### config.mk
export PLATFORM = sky130hd
export DESIGN_NAME = pfc_top
export DESIGN_NICKNAME = d
export VERILOG_FILES = /design/src/pkg/pfc_pkg.sv /design/src/design/pfc_mode_decode.sv /design/src/design/pfc_top.sv
export SDC_FILE = /design/constraint.sdc
export NUM_CORES = 1
export LEC_CHECK = 0
export ABC_AREA = 1
export ABC_CLOCK_PERIOD_IN_PS = 1900
export BUFFER_PORTS_ARGS = -buffer_cell sky130_fd_sc_hd__buf_2
export CORE_ASPECT_RATIO = 1.5
export CORE_UTILIZATION = 41
export DETAILED_ROUTE_END_ITERATION = 12
export PLACE_DENSITY = 0.69
export SLEW_MARGIN = 0
export SYNTH_ARGS = -nofsm -noshare
export SYNTH_HDL_FRONTEND = slang
export SYNTH_HIERARCHICAL = 1
export SYNTH_SLANG_ARGS = --single-unit
### constraint.sdc
create_clock -name ref_clk_in -period 1.9 [get_ports ref_clk_in]
set_clock_uncertainty 0.2 [all_clocks]
set_input_delay 0.19 -clock ref_clk_in [delete_from_list [all_inputs] [get_ports ref_clk_in]]
set_output_delay 0.19 -clock ref_clk_in [all_outputs]
set_load 0.05 [all_outputs]
### src/pkg/pfc_pkg.sv
// Constants and types for the port J/K/L pin function control block.
// Assumes a single 40 MHz clock and an Avalon-MM register slave.
//
// Functional notes
// - Port J select register is 16-bit RW, eight 2-bit fields, reset zero.
// - Port J code 00 routes to dedicated alternate function, 01 port output.
// - Port K select register is 16-bit RW, eight 2-bit fields, reset zero.
// - On ports K and L code 00 connects the alternate peripheral function.
// - On port K code 01 makes the pin a general output.
// - On port K code 10 makes the pin an input with pull-up on.
// - On ports K and L code 11 makes an input with pull-up off.
// - Port L register low byte holds four 2-bit fields, reset zero.
// - Port L bits 15 to 8 are read-only and always read zero.
package pfc_pkg;

   ////////////////////////////////////////////////////////////////////////////////
   // Bus geometry
   localparam int unsigned PFC_ADDR_W = 5;
   localparam int unsigned PFC_DATA_W = 32;
   localparam int unsigned PFC_REG_W = 16;
   localparam int unsigned PFC_MODE_W = 2;

   // Byte offsets of the registers
   localparam logic [4:0] PFC_OFS_J = 5'h00;
   localparam logic [4:0] PFC_OFS_K = 5'h04;
   localparam logic [4:0] PFC_OFS_L = 5'h08;
   localparam logic [4:0] PFC_OFS_STAT = 5'h0C;
   localparam logic [4:0] PFC_OFS_SUMMARY = 5'h10;

   // Reset values
   localparam logic [15:0] PFC_RST_J = 16'h0000;
   localparam logic [15:0] PFC_RST_K = 16'h0000;
   localparam logic [15:0] PFC_RST_L = 16'h0000;
   localparam logic [3:0] PFC_RST_STAT = 4'h0;
   localparam logic [31:0] PFC_RDATA_ZERO = 32'h0000_0000;

   // Writable bits of each select register
   localparam logic [15:0] PFC_MASK_J = 16'hFFFF;
   localparam logic [15:0] PFC_MASK_K = 16'hFFFF;
   localparam logic [15:0] PFC_MASK_L = 16'h00FF;

   // Pin counts
   localparam int unsigned PFC_PINS_J = 8;
   localparam int unsigned PFC_PINS_K = 8;
   localparam int unsigned PFC_PINS_L = 4;

   // Mode codes
   localparam logic [1:0] PFC_MODE_ALT = 2'h0;
   localparam logic [1:0] PFC_MODE_OUT = 2'h1;
   localparam logic [1:0] PFC_MODE_IN_PU = 2'h2;
   localparam logic [1:0] PFC_MODE_IN_NOPU = 2'h3;

   // Legal codes per port, one bit per code value
   localparam logic [3:0] PFC_ALLOW_J = 4'h3;
   localparam logic [3:0] PFC_ALLOW_K = 4'hF;
   localparam logic [3:0] PFC_ALLOW_L = 4'h9;

   // Status bit positions, write one to clear
   localparam int unsigned PFC_ST_J_BAD = 0;
   localparam int unsigned PFC_ST_L_BAD = 1;
   localparam int unsigned PFC_ST_L_RSV = 2;
   localparam int unsigned PFC_ST_UNMAP = 3;
   localparam int unsigned PFC_ST_W = 4;

   // Summary register field positions
   localparam int unsigned PFC_SUM_J_OUT = 0;
   localparam int unsigned PFC_SUM_K_OUT = 8;
   localparam int unsigned PFC_SUM_K_IN = 16;
   localparam int unsigned PFC_SUM_L_IN = 24;

   ////////////////////////////////////////////////////////////////////////////////
   // Types
   typedef enum logic {PFC_IDLE, PFC_ACK} pfc_bus_state_t;

   typedef struct packed {
      logic [7:0] alt_sel;
      logic [7:0] out_en;
      logic [7:0] in_en;
      logic [7:0] pull_up;
   } pfc_pin_ctl_t;

   typedef struct packed {
      pfc_bus_state_t bus;
      logic [15:0] j_sel;
      logic [15:0] k_sel;
      logic [15:0] l_sel;
      logic [3:0] status;
      logic [31:0] rdata;
   } pfc_state_t;

endpackage

### src/design/pfc_mode_decode.sv
// Per-pin decoder from a 16-bit mode select word to pin routing controls.
// Assumes the select word comes straight from flip-flops on the same clock.
`timescale 1ns/100ps

module pfc_mode_decode #(
   parameter int unsigned NPINS = 8,
   parameter logic [3:0] ALLOW = 4'hF
) (
   // Select word
   input wire logic [15:0] sel_in,
   // Decoded controls
   output pfc_pkg::pfc_pin_ctl_t ctl_out
);
   import pfc_pkg::*;

   ////////////////////////////////////////////////////////////////////////////////
   // A prohibited code leaves the pin idle, which is the least harmful choice
   always_comb begin
      logic [1:0] code;
      code = 2'h0;
      ctl_out = '0;
      for (int i = 0; i < 8; i++) begin
         code = sel_in[2*i +: 2];
         if ((i < NPINS) && ALLOW[code]) begin
            ctl_out.alt_sel[i] = (code == PFC_MODE_ALT);
            ctl_out.out_en[i] = (code == PFC_MODE_OUT);
            ctl_out.in_en[i] = code[1];
            ctl_out.pull_up[i] = (code == PFC_MODE_IN_PU);
         end
      end
   end

endmodule

### src/design/pfc_top.sv
// Pin function control for ports J, K and L, with an Avalon-MM register slave.
// Assumes one master, ref_clk_in at 40 MHz, and pad logic that obeys the
// decoded per-pin controls (alternate, output, input, pull-up).
`timescale 1ns/100ps

module pfc_top (
   // Clock and reset
   input wire logic ref_clk_in,
   input wire logic rst_b_in,
   // Avalon-MM slave
   input wire logic [pfc_pkg::PFC_ADDR_W-1:0] avs_address_in,
   input wire logic avs_read_in,
   input wire logic avs_write_in,
   input wire logic [pfc_pkg::PFC_DATA_W-1:0] avs_writedata_in,
   input wire logic [3:0] avs_byteenable_in,
   output logic [pfc_pkg::PFC_DATA_W-1:0] avs_readdata_out,
   output logic avs_waitrequest_out,
   // Pin controls per port
   output pfc_pkg::pfc_pin_ctl_t port_j_ctl_out,
   output pfc_pkg::pfc_pin_ctl_t port_k_ctl_out,
   output pfc_pkg::pfc_pin_ctl_t port_l_ctl_out,
   // Raw select words, for the pad ring and debug
   output logic [15:0] port_j_function_select_out,
   output logic [15:0] port_k_function_select_out,
   output logic [15:0] port_l_function_select_out
);
   import pfc_pkg::*;

   ////////////////////////////////////////////////////////////////////////////////
   // Helpers

   // Byte-lane merge of a write into a 16-bit register, then mask fixed bits
   function automatic logic [15:0] merge16(
      input logic [15:0] old_val,
      input logic [15:0] wdata,
      input logic [1:0] be,
      input logic [15:0] mask
   );
      logic [15:0] res;
      res = old_val;
      if (be[0]) begin
         res[7:0] = wdata[7:0];
      end
      if (be[1]) begin
         res[15:8] = wdata[15:8];
      end
      return res & mask;
   endfunction

   // True when any written field of a port carries a code it does not offer
   function automatic logic any_bad(
      input logic [15:0] val,
      input logic [1:0] be,
      input logic [3:0] allow,
      input int unsigned npins
   );
      logic bad;
      logic [1:0] code;
      bad = 1'b0;
      code = 2'h0;
      for (int i = 0; i < 8; i++) begin
         code = val[2*i +: 2];
         if ((i < npins) && be[i/4] && !allow[code]) begin
            bad = 1'b1;
         end
      end
      return bad;
   endfunction

   ////////////////////////////////////////////////////////////////////////////////
   // State

   pfc_state_t state_reg;
   pfc_state_t state_next;

   logic req;
   logic commit;
   logic wr_commit;
   logic hit_j;
   logic hit_k;
   logic hit_l;
   logic hit_stat;
   logic hit_sum;
   logic hit_any;
   logic [1:0] be_lo;
   logic [15:0] wdata_lo;
   logic [31:0] sum_word;
   logic [31:0] rd_word;

   pfc_pin_ctl_t ctl_j;
   pfc_pin_ctl_t ctl_k;
   pfc_pin_ctl_t ctl_l;

   ////////////////////////////////////////////////////////////////////////////////
   // Address decode, shared by read and write paths
   assign req = avs_read_in | avs_write_in;
   assign hit_j = (avs_address_in == PFC_OFS_J);
   assign hit_k = (avs_address_in == PFC_OFS_K);
   assign hit_l = (avs_address_in == PFC_OFS_L);
   assign hit_stat = (avs_address_in == PFC_OFS_STAT);
   assign hit_sum = (avs_address_in == PFC_OFS_SUMMARY);
   assign hit_any = hit_j | hit_k | hit_l | hit_stat | hit_sum;
   assign be_lo = avs_byteenable_in[1:0];
   assign wdata_lo = avs_writedata_in[15:0];

   // Access completes on the edge that ends the acknowledge cycle
   assign commit = req && (state_reg.bus == PFC_ACK);
   assign wr_commit = commit && avs_write_in;

   ////////////////////////////////////////////////////////////////////////////////
   // Pin decoders; outputs follow the registers, so a write steers the pins
   // from the cycle after the completing edge
   pfc_mode_decode #(
      .NPINS(PFC_PINS_J),
      .ALLOW(PFC_ALLOW_J)
   ) u_dec_j (
      .sel_in(state_reg.j_sel),
      .ctl_out(ctl_j)
   );

   pfc_mode_decode #(
      .NPINS(PFC_PINS_K),
      .ALLOW(PFC_ALLOW_K)
   ) u_dec_k (
      .sel_in(state_reg.k_sel),
      .ctl_out(ctl_k)
   );

   pfc_mode_decode #(
      .NPINS(PFC_PINS_L),
      .ALLOW(PFC_ALLOW_L)
   ) u_dec_l (
      .sel_in(state_reg.l_sel),
      .ctl_out(ctl_l)
   );

   ////////////////////////////////////////////////////////////////////////////////
   // Direction summary, a live view of what the pins are doing
   always_comb begin
      sum_word = PFC_RDATA_ZERO;
      sum_word[PFC_SUM_J_OUT +: 8] = ctl_j.out_en;
      sum_word[PFC_SUM_K_OUT +: 8] = ctl_k.out_en;
      sum_word[PFC_SUM_K_IN +: 8] = ctl_k.in_en;
      sum_word[PFC_SUM_L_IN +: 8] = ctl_l.in_en;
   end

   // Read mux; unmapped addresses read zero
   always_comb begin
      rd_word = PFC_RDATA_ZERO;
      if (hit_j) begin
         rd_word[15:0] = state_reg.j_sel;
      end else if (hit_k) begin
         rd_word[15:0] = state_reg.k_sel;
      end else if (hit_l) begin
         rd_word[15:0] = state_reg.l_sel & PFC_MASK_L;
      end else if (hit_stat) begin
         rd_word[PFC_ST_W-1:0] = state_reg.status;
      end else if (hit_sum) begin
         rd_word = sum_word;
      end
   end

   ////////////////////////////////////////////////////////////////////////////////
   // Next state: bus handshake, register writes and sticky status
   always_comb begin
      state_next = state_reg;

      // Handshake: one wait cycle, then answer; read data taken on entry to ACK
      case (state_reg.bus)
         PFC_IDLE: begin
            if (req) begin
               state_next.bus = PFC_ACK;
               state_next.rdata = avs_read_in ? rd_word : PFC_RDATA_ZERO;
            end
         end
         PFC_ACK: begin
            state_next.bus = PFC_IDLE;
         end
         default: begin
            state_next.bus = PFC_IDLE;
         end
      endcase

      // Writes land at the completing edge only
      if (wr_commit && hit_j) begin
         state_next.j_sel = merge16(state_reg.j_sel, wdata_lo, be_lo, PFC_MASK_J);
      end
      if (wr_commit && hit_k) begin
         state_next.k_sel = merge16(state_reg.k_sel, wdata_lo, be_lo, PFC_MASK_K);
      end
      if (wr_commit && hit_l) begin
         // Upper byte is masked, so it never holds anything but zero
         state_next.l_sel = merge16(state_reg.l_sel, wdata_lo, be_lo, PFC_MASK_L);
      end

      // Write one to clear; any event in the same cycle sets again below
      if (wr_commit && hit_stat && avs_byteenable_in[0]) begin
         state_next.status = state_reg.status & ~avs_writedata_in[PFC_ST_W-1:0];
      end

      // Flag software slips rather than trusting them never to happen
      if (wr_commit && hit_j && any_bad(wdata_lo, be_lo, PFC_ALLOW_J, PFC_PINS_J)) begin
         state_next.status[PFC_ST_J_BAD] = 1'b1;
      end
      if (wr_commit && hit_l && any_bad(wdata_lo, be_lo, PFC_ALLOW_L, PFC_PINS_L)) begin
         state_next.status[PFC_ST_L_BAD] = 1'b1;
      end
      if (wr_commit && hit_l && avs_byteenable_in[1] && (wdata_lo[15:8] != 8'h00)) begin
         state_next.status[PFC_ST_L_RSV] = 1'b1;
      end
      if (commit && !hit_any) begin
         state_next.status[PFC_ST_UNMAP] = 1'b1;
      end
   end

   ////////////////////////////////////////////////////////////////////////////////
   // State register; all fields clear to documented reset values
   always_ff @(posedge ref_clk_in or negedge rst_b_in) begin
      if (!rst_b_in) begin
         state_reg.bus <= PFC_IDLE;
         state_reg.j_sel <= PFC_RST_J;
         state_reg.k_sel <= PFC_RST_K;
         state_reg.l_sel <= PFC_RST_L;
         state_reg.status <= PFC_RST_STAT;
         state_reg.rdata <= PFC_RDATA_ZERO;
      end else begin
         state_reg <= state_next;
      end
   end

   ////////////////////////////////////////////////////////////////////////////////
   // Outputs
   assign avs_waitrequest_out = req && (state_reg.bus != PFC_ACK);
   assign avs_readdata_out = state_reg.rdata;

   // Pin controls straight from the decoders of registered selects
   assign port_j_ctl_out = ctl_j;
   assign port_k_ctl_out = ctl_k;
   assign port_l_ctl_out = ctl_l;

   // Raw select words for the pad ring
   assign port_j_function_select_out = state_reg.j_sel;
   assign port_k_function_select_out = state_reg.k_sel;
   assign port_l_function_select_out = state_reg.l_sel;

endmodule

==> impl_metrics.toml <==
[run_status]
status = "finished, final reports clean"

[die]
die_area_um2 = 13230
die_w_um = 94.26
num_io_pins = 222
initial_core_util_pct = 42.05
die_h_um = 140.4
core.rowCount = 50
core_um2 = 12450

[clocking]
h-tree-depth = 3
cts_root_buf = "clkbuf_16"
numClockSinks = 77
clkSlewWorstSetupHoldPaths_ns = 0.06
cts_buffers = 9
cts_tree = "done"
cts_buffer_depth = 2
insertion_delay_ns = 0.34

[grt]
grt_start_max_net_pins = 38
antenna_found_initial = 0
grt.total_usage_pct = 21.91
grt_pass1_wl_um = 21940
grt.overflow.total = 0
grt_pass1_vias = 4198

[yosys]
yosysSeqAreaShare_pct = 36.81
synth_top_cells_by_area = "dfrtp_1 37%, buf_4 17%, nand2_1 11%"
postSynthAreaPerCell_um2 = 7.479
synthesis.area_um2 = 5235
yosys.area.top_type_share_pct = 36.81
ys_warn_count = 6
ys_ff_latch = 77
synth_cells = 700
yosysUniqueCellTypes = 27
synth_largest_area_cell = "dfrtp_1"

[sta]
worstMarginPinSlew_ns = 0.5065
max_freq_ghz = 0.5459
period_minus_slack_ns = 1.832
fin_crit_sh_pct = 96.41
slew_headroom_pct = 66.24
holdWs_ns = 0.004781
rsz0062_at_grt = "yes"
setup_ws_ns = 0.06825
hold_violations = 0
slew_viol_final = 0
setup_viol_count_final = 0

[setup_path]
critPathKind = "reg -> out"
crit_arrival_ns = 1.44
cp_max_fo = 5
r2r-start = "state_reg[84]"
critical_path_required_ns = 1.51
crit_path_start_kind = "flip-flop"
end_kind = "output port"
r2r_cells = 5
path_cells = "inv_1 -> ha_1 -> nor2_1 -> buf_4"
r2r_slack_ns = 0.18
r2r-end = "port_j_function_select_out[10]"
crit_path_max_incr_delay_ns = 0.40
slowest_stage = "dfrtp_2"

[min_path]
hold_path.class = "in -> reg"
worstHoldStart = "avs_writedata_in[7]"
hold_path_depth = 3
worstHoldEndpoint = "port_k_function_select_out[7]"

[cells_and_area]
area_growth_pct = 14.60
largest_reg_flops = 32
final_cell_mix = "158 x nand2_1, 158 x buf_2, 87 x inv_1, 83 x nor2_1, 75 x dfrtp_1"
final_area_um2 = 6000
postLayoutCoreUtil_pct = 48.19
nNetsFinal = 867
drive_above_1_share_pct = 30.46
diodes = 0

[routing]
drtAntennaViolNets = 0
wirelength_um = 14150
drt-initial-drc-count = 272
dr_total_vias = 4525
drt_drc_violations_left = 0
wl_per_cell_um = 14.63
dr.pass1.iters = 5
vias_per_cell = 4.679

[placement]
gp_congestion = 0.8973
dpl_cell_area_um2 = 5540
place_ws_ns = 0.1908
portBuffers = 163
hpwl_um = 10760

[power_and_ir_drop]
ir_drop_mv = 0.3798
leakage_nw = 3.585
p_per_area_nw_per_um2 = 857.8

[job]
maxCapViolations = 0
metal layers:
metal / track usage [%] / wire (µm) / vias up
met5: 0 / 0 / -
li1: - / - / 2203
met3: 3.420 / 781 / 30
met2: 39.32 / 7487 / 180
met4: 9.312 / 417 / 0
met1: 25.17 / 5465 / 2112
where the power goes:
group,internal (mW),leakage (nW),switching [mW],total (mW)
Combinational,0.320,2.39,1.24,1.56
Clock,1.06,0.146,0.695,1.75
Sequential,1.72,1.05,0.119,1.84
synth_stat cells (all sizes together):
cell,count
nand2,165
buf,131
nor2,101
inv,91
dfrtp,77
o21ai,55
nand3,32
ha,16
nand4,15
clkbuf,5
conb,3
o22ai,3
xnor2,3
o2111ai,1
or2,1
xor2,1
final cells by class:
cell class | instances | area [µm²]
Fill cell | 1295 | 6450
Clock buffer | 11 | 242.7
Timing Repair Buffer | 194 | 1120
Clock inverter | 5 | 60.06
Inverter | 91 | 341.6
Multi-Input combinational cell | 433 | 2111
Sequential cell | 77 | 1929
Tap cell | 156 | 195.2
logic make-up after synthesis:
family / Yosys count / share of synthesized area (%)
compound gates: 59 / 6.931
xor+xnor: 4 / 0.6693
fa+ha+maj: 16 / 3.824
buf+inv: 227 / 25.72
flops: 77 / 36.81
other cells: 3 / 0.2151
simple gates: 314 / 25.84
metrics by stage:
stage          power, mW    TNS, ns  cells
2_1_floorplan      3.168          0    737
3_3_place_gp       3.383          0    937
3_5_place_dp       3.395          0    937
4_1_cts            5.174          0    965
5_1_grt            5.352  -0.006814    967
6_report           5.146          0    967
critical path, delay by kind of cell (launching register included):
kind,cells,cell delay (ns)
flip-flops,1,0.40
adder cells (fa/ha/maj),1,0.33
buffers and inverters,2,0.27
AND/OR/NAND/NOR,1,0.11
worst max path at each step:
| stage | startpoint | to | slack, ns | cells after the start |
|---|---|---|---|---|
| 4_1_cts | port_l_function_select_out[3] | port_l_ctl_out[17] | 0.03 | 4 |
| 5_1_grt | port_l_function_select_out[3] | port_l_ctl_out[1] | -0.007 | 4 |
| 3_5_place_dp | avs_write_in | port_l_function_select_out[1] | 0.19 | 8 |
| 2_1_floorplan | port_l_function_select_out[6] | port_l_ctl_out[19] | 0.06 | 3 |
| 3_3_place_gp | state_reg[84] | port_l_function_select_out[4] | 0.23 | 5 |
| 6_report | port_l_function_select_out[2] | port_l_ctl_out[1] | 0.07 | 4 |
repair_timing:
item	CTS	global route
hold buffers	12	0
resized for setup	3	6
hold endpoints to repair	58	0
endpoints found under the setup margin	2	5
setup buffers	0	2
Note: power is estimated with default switching activity, not from simulation.
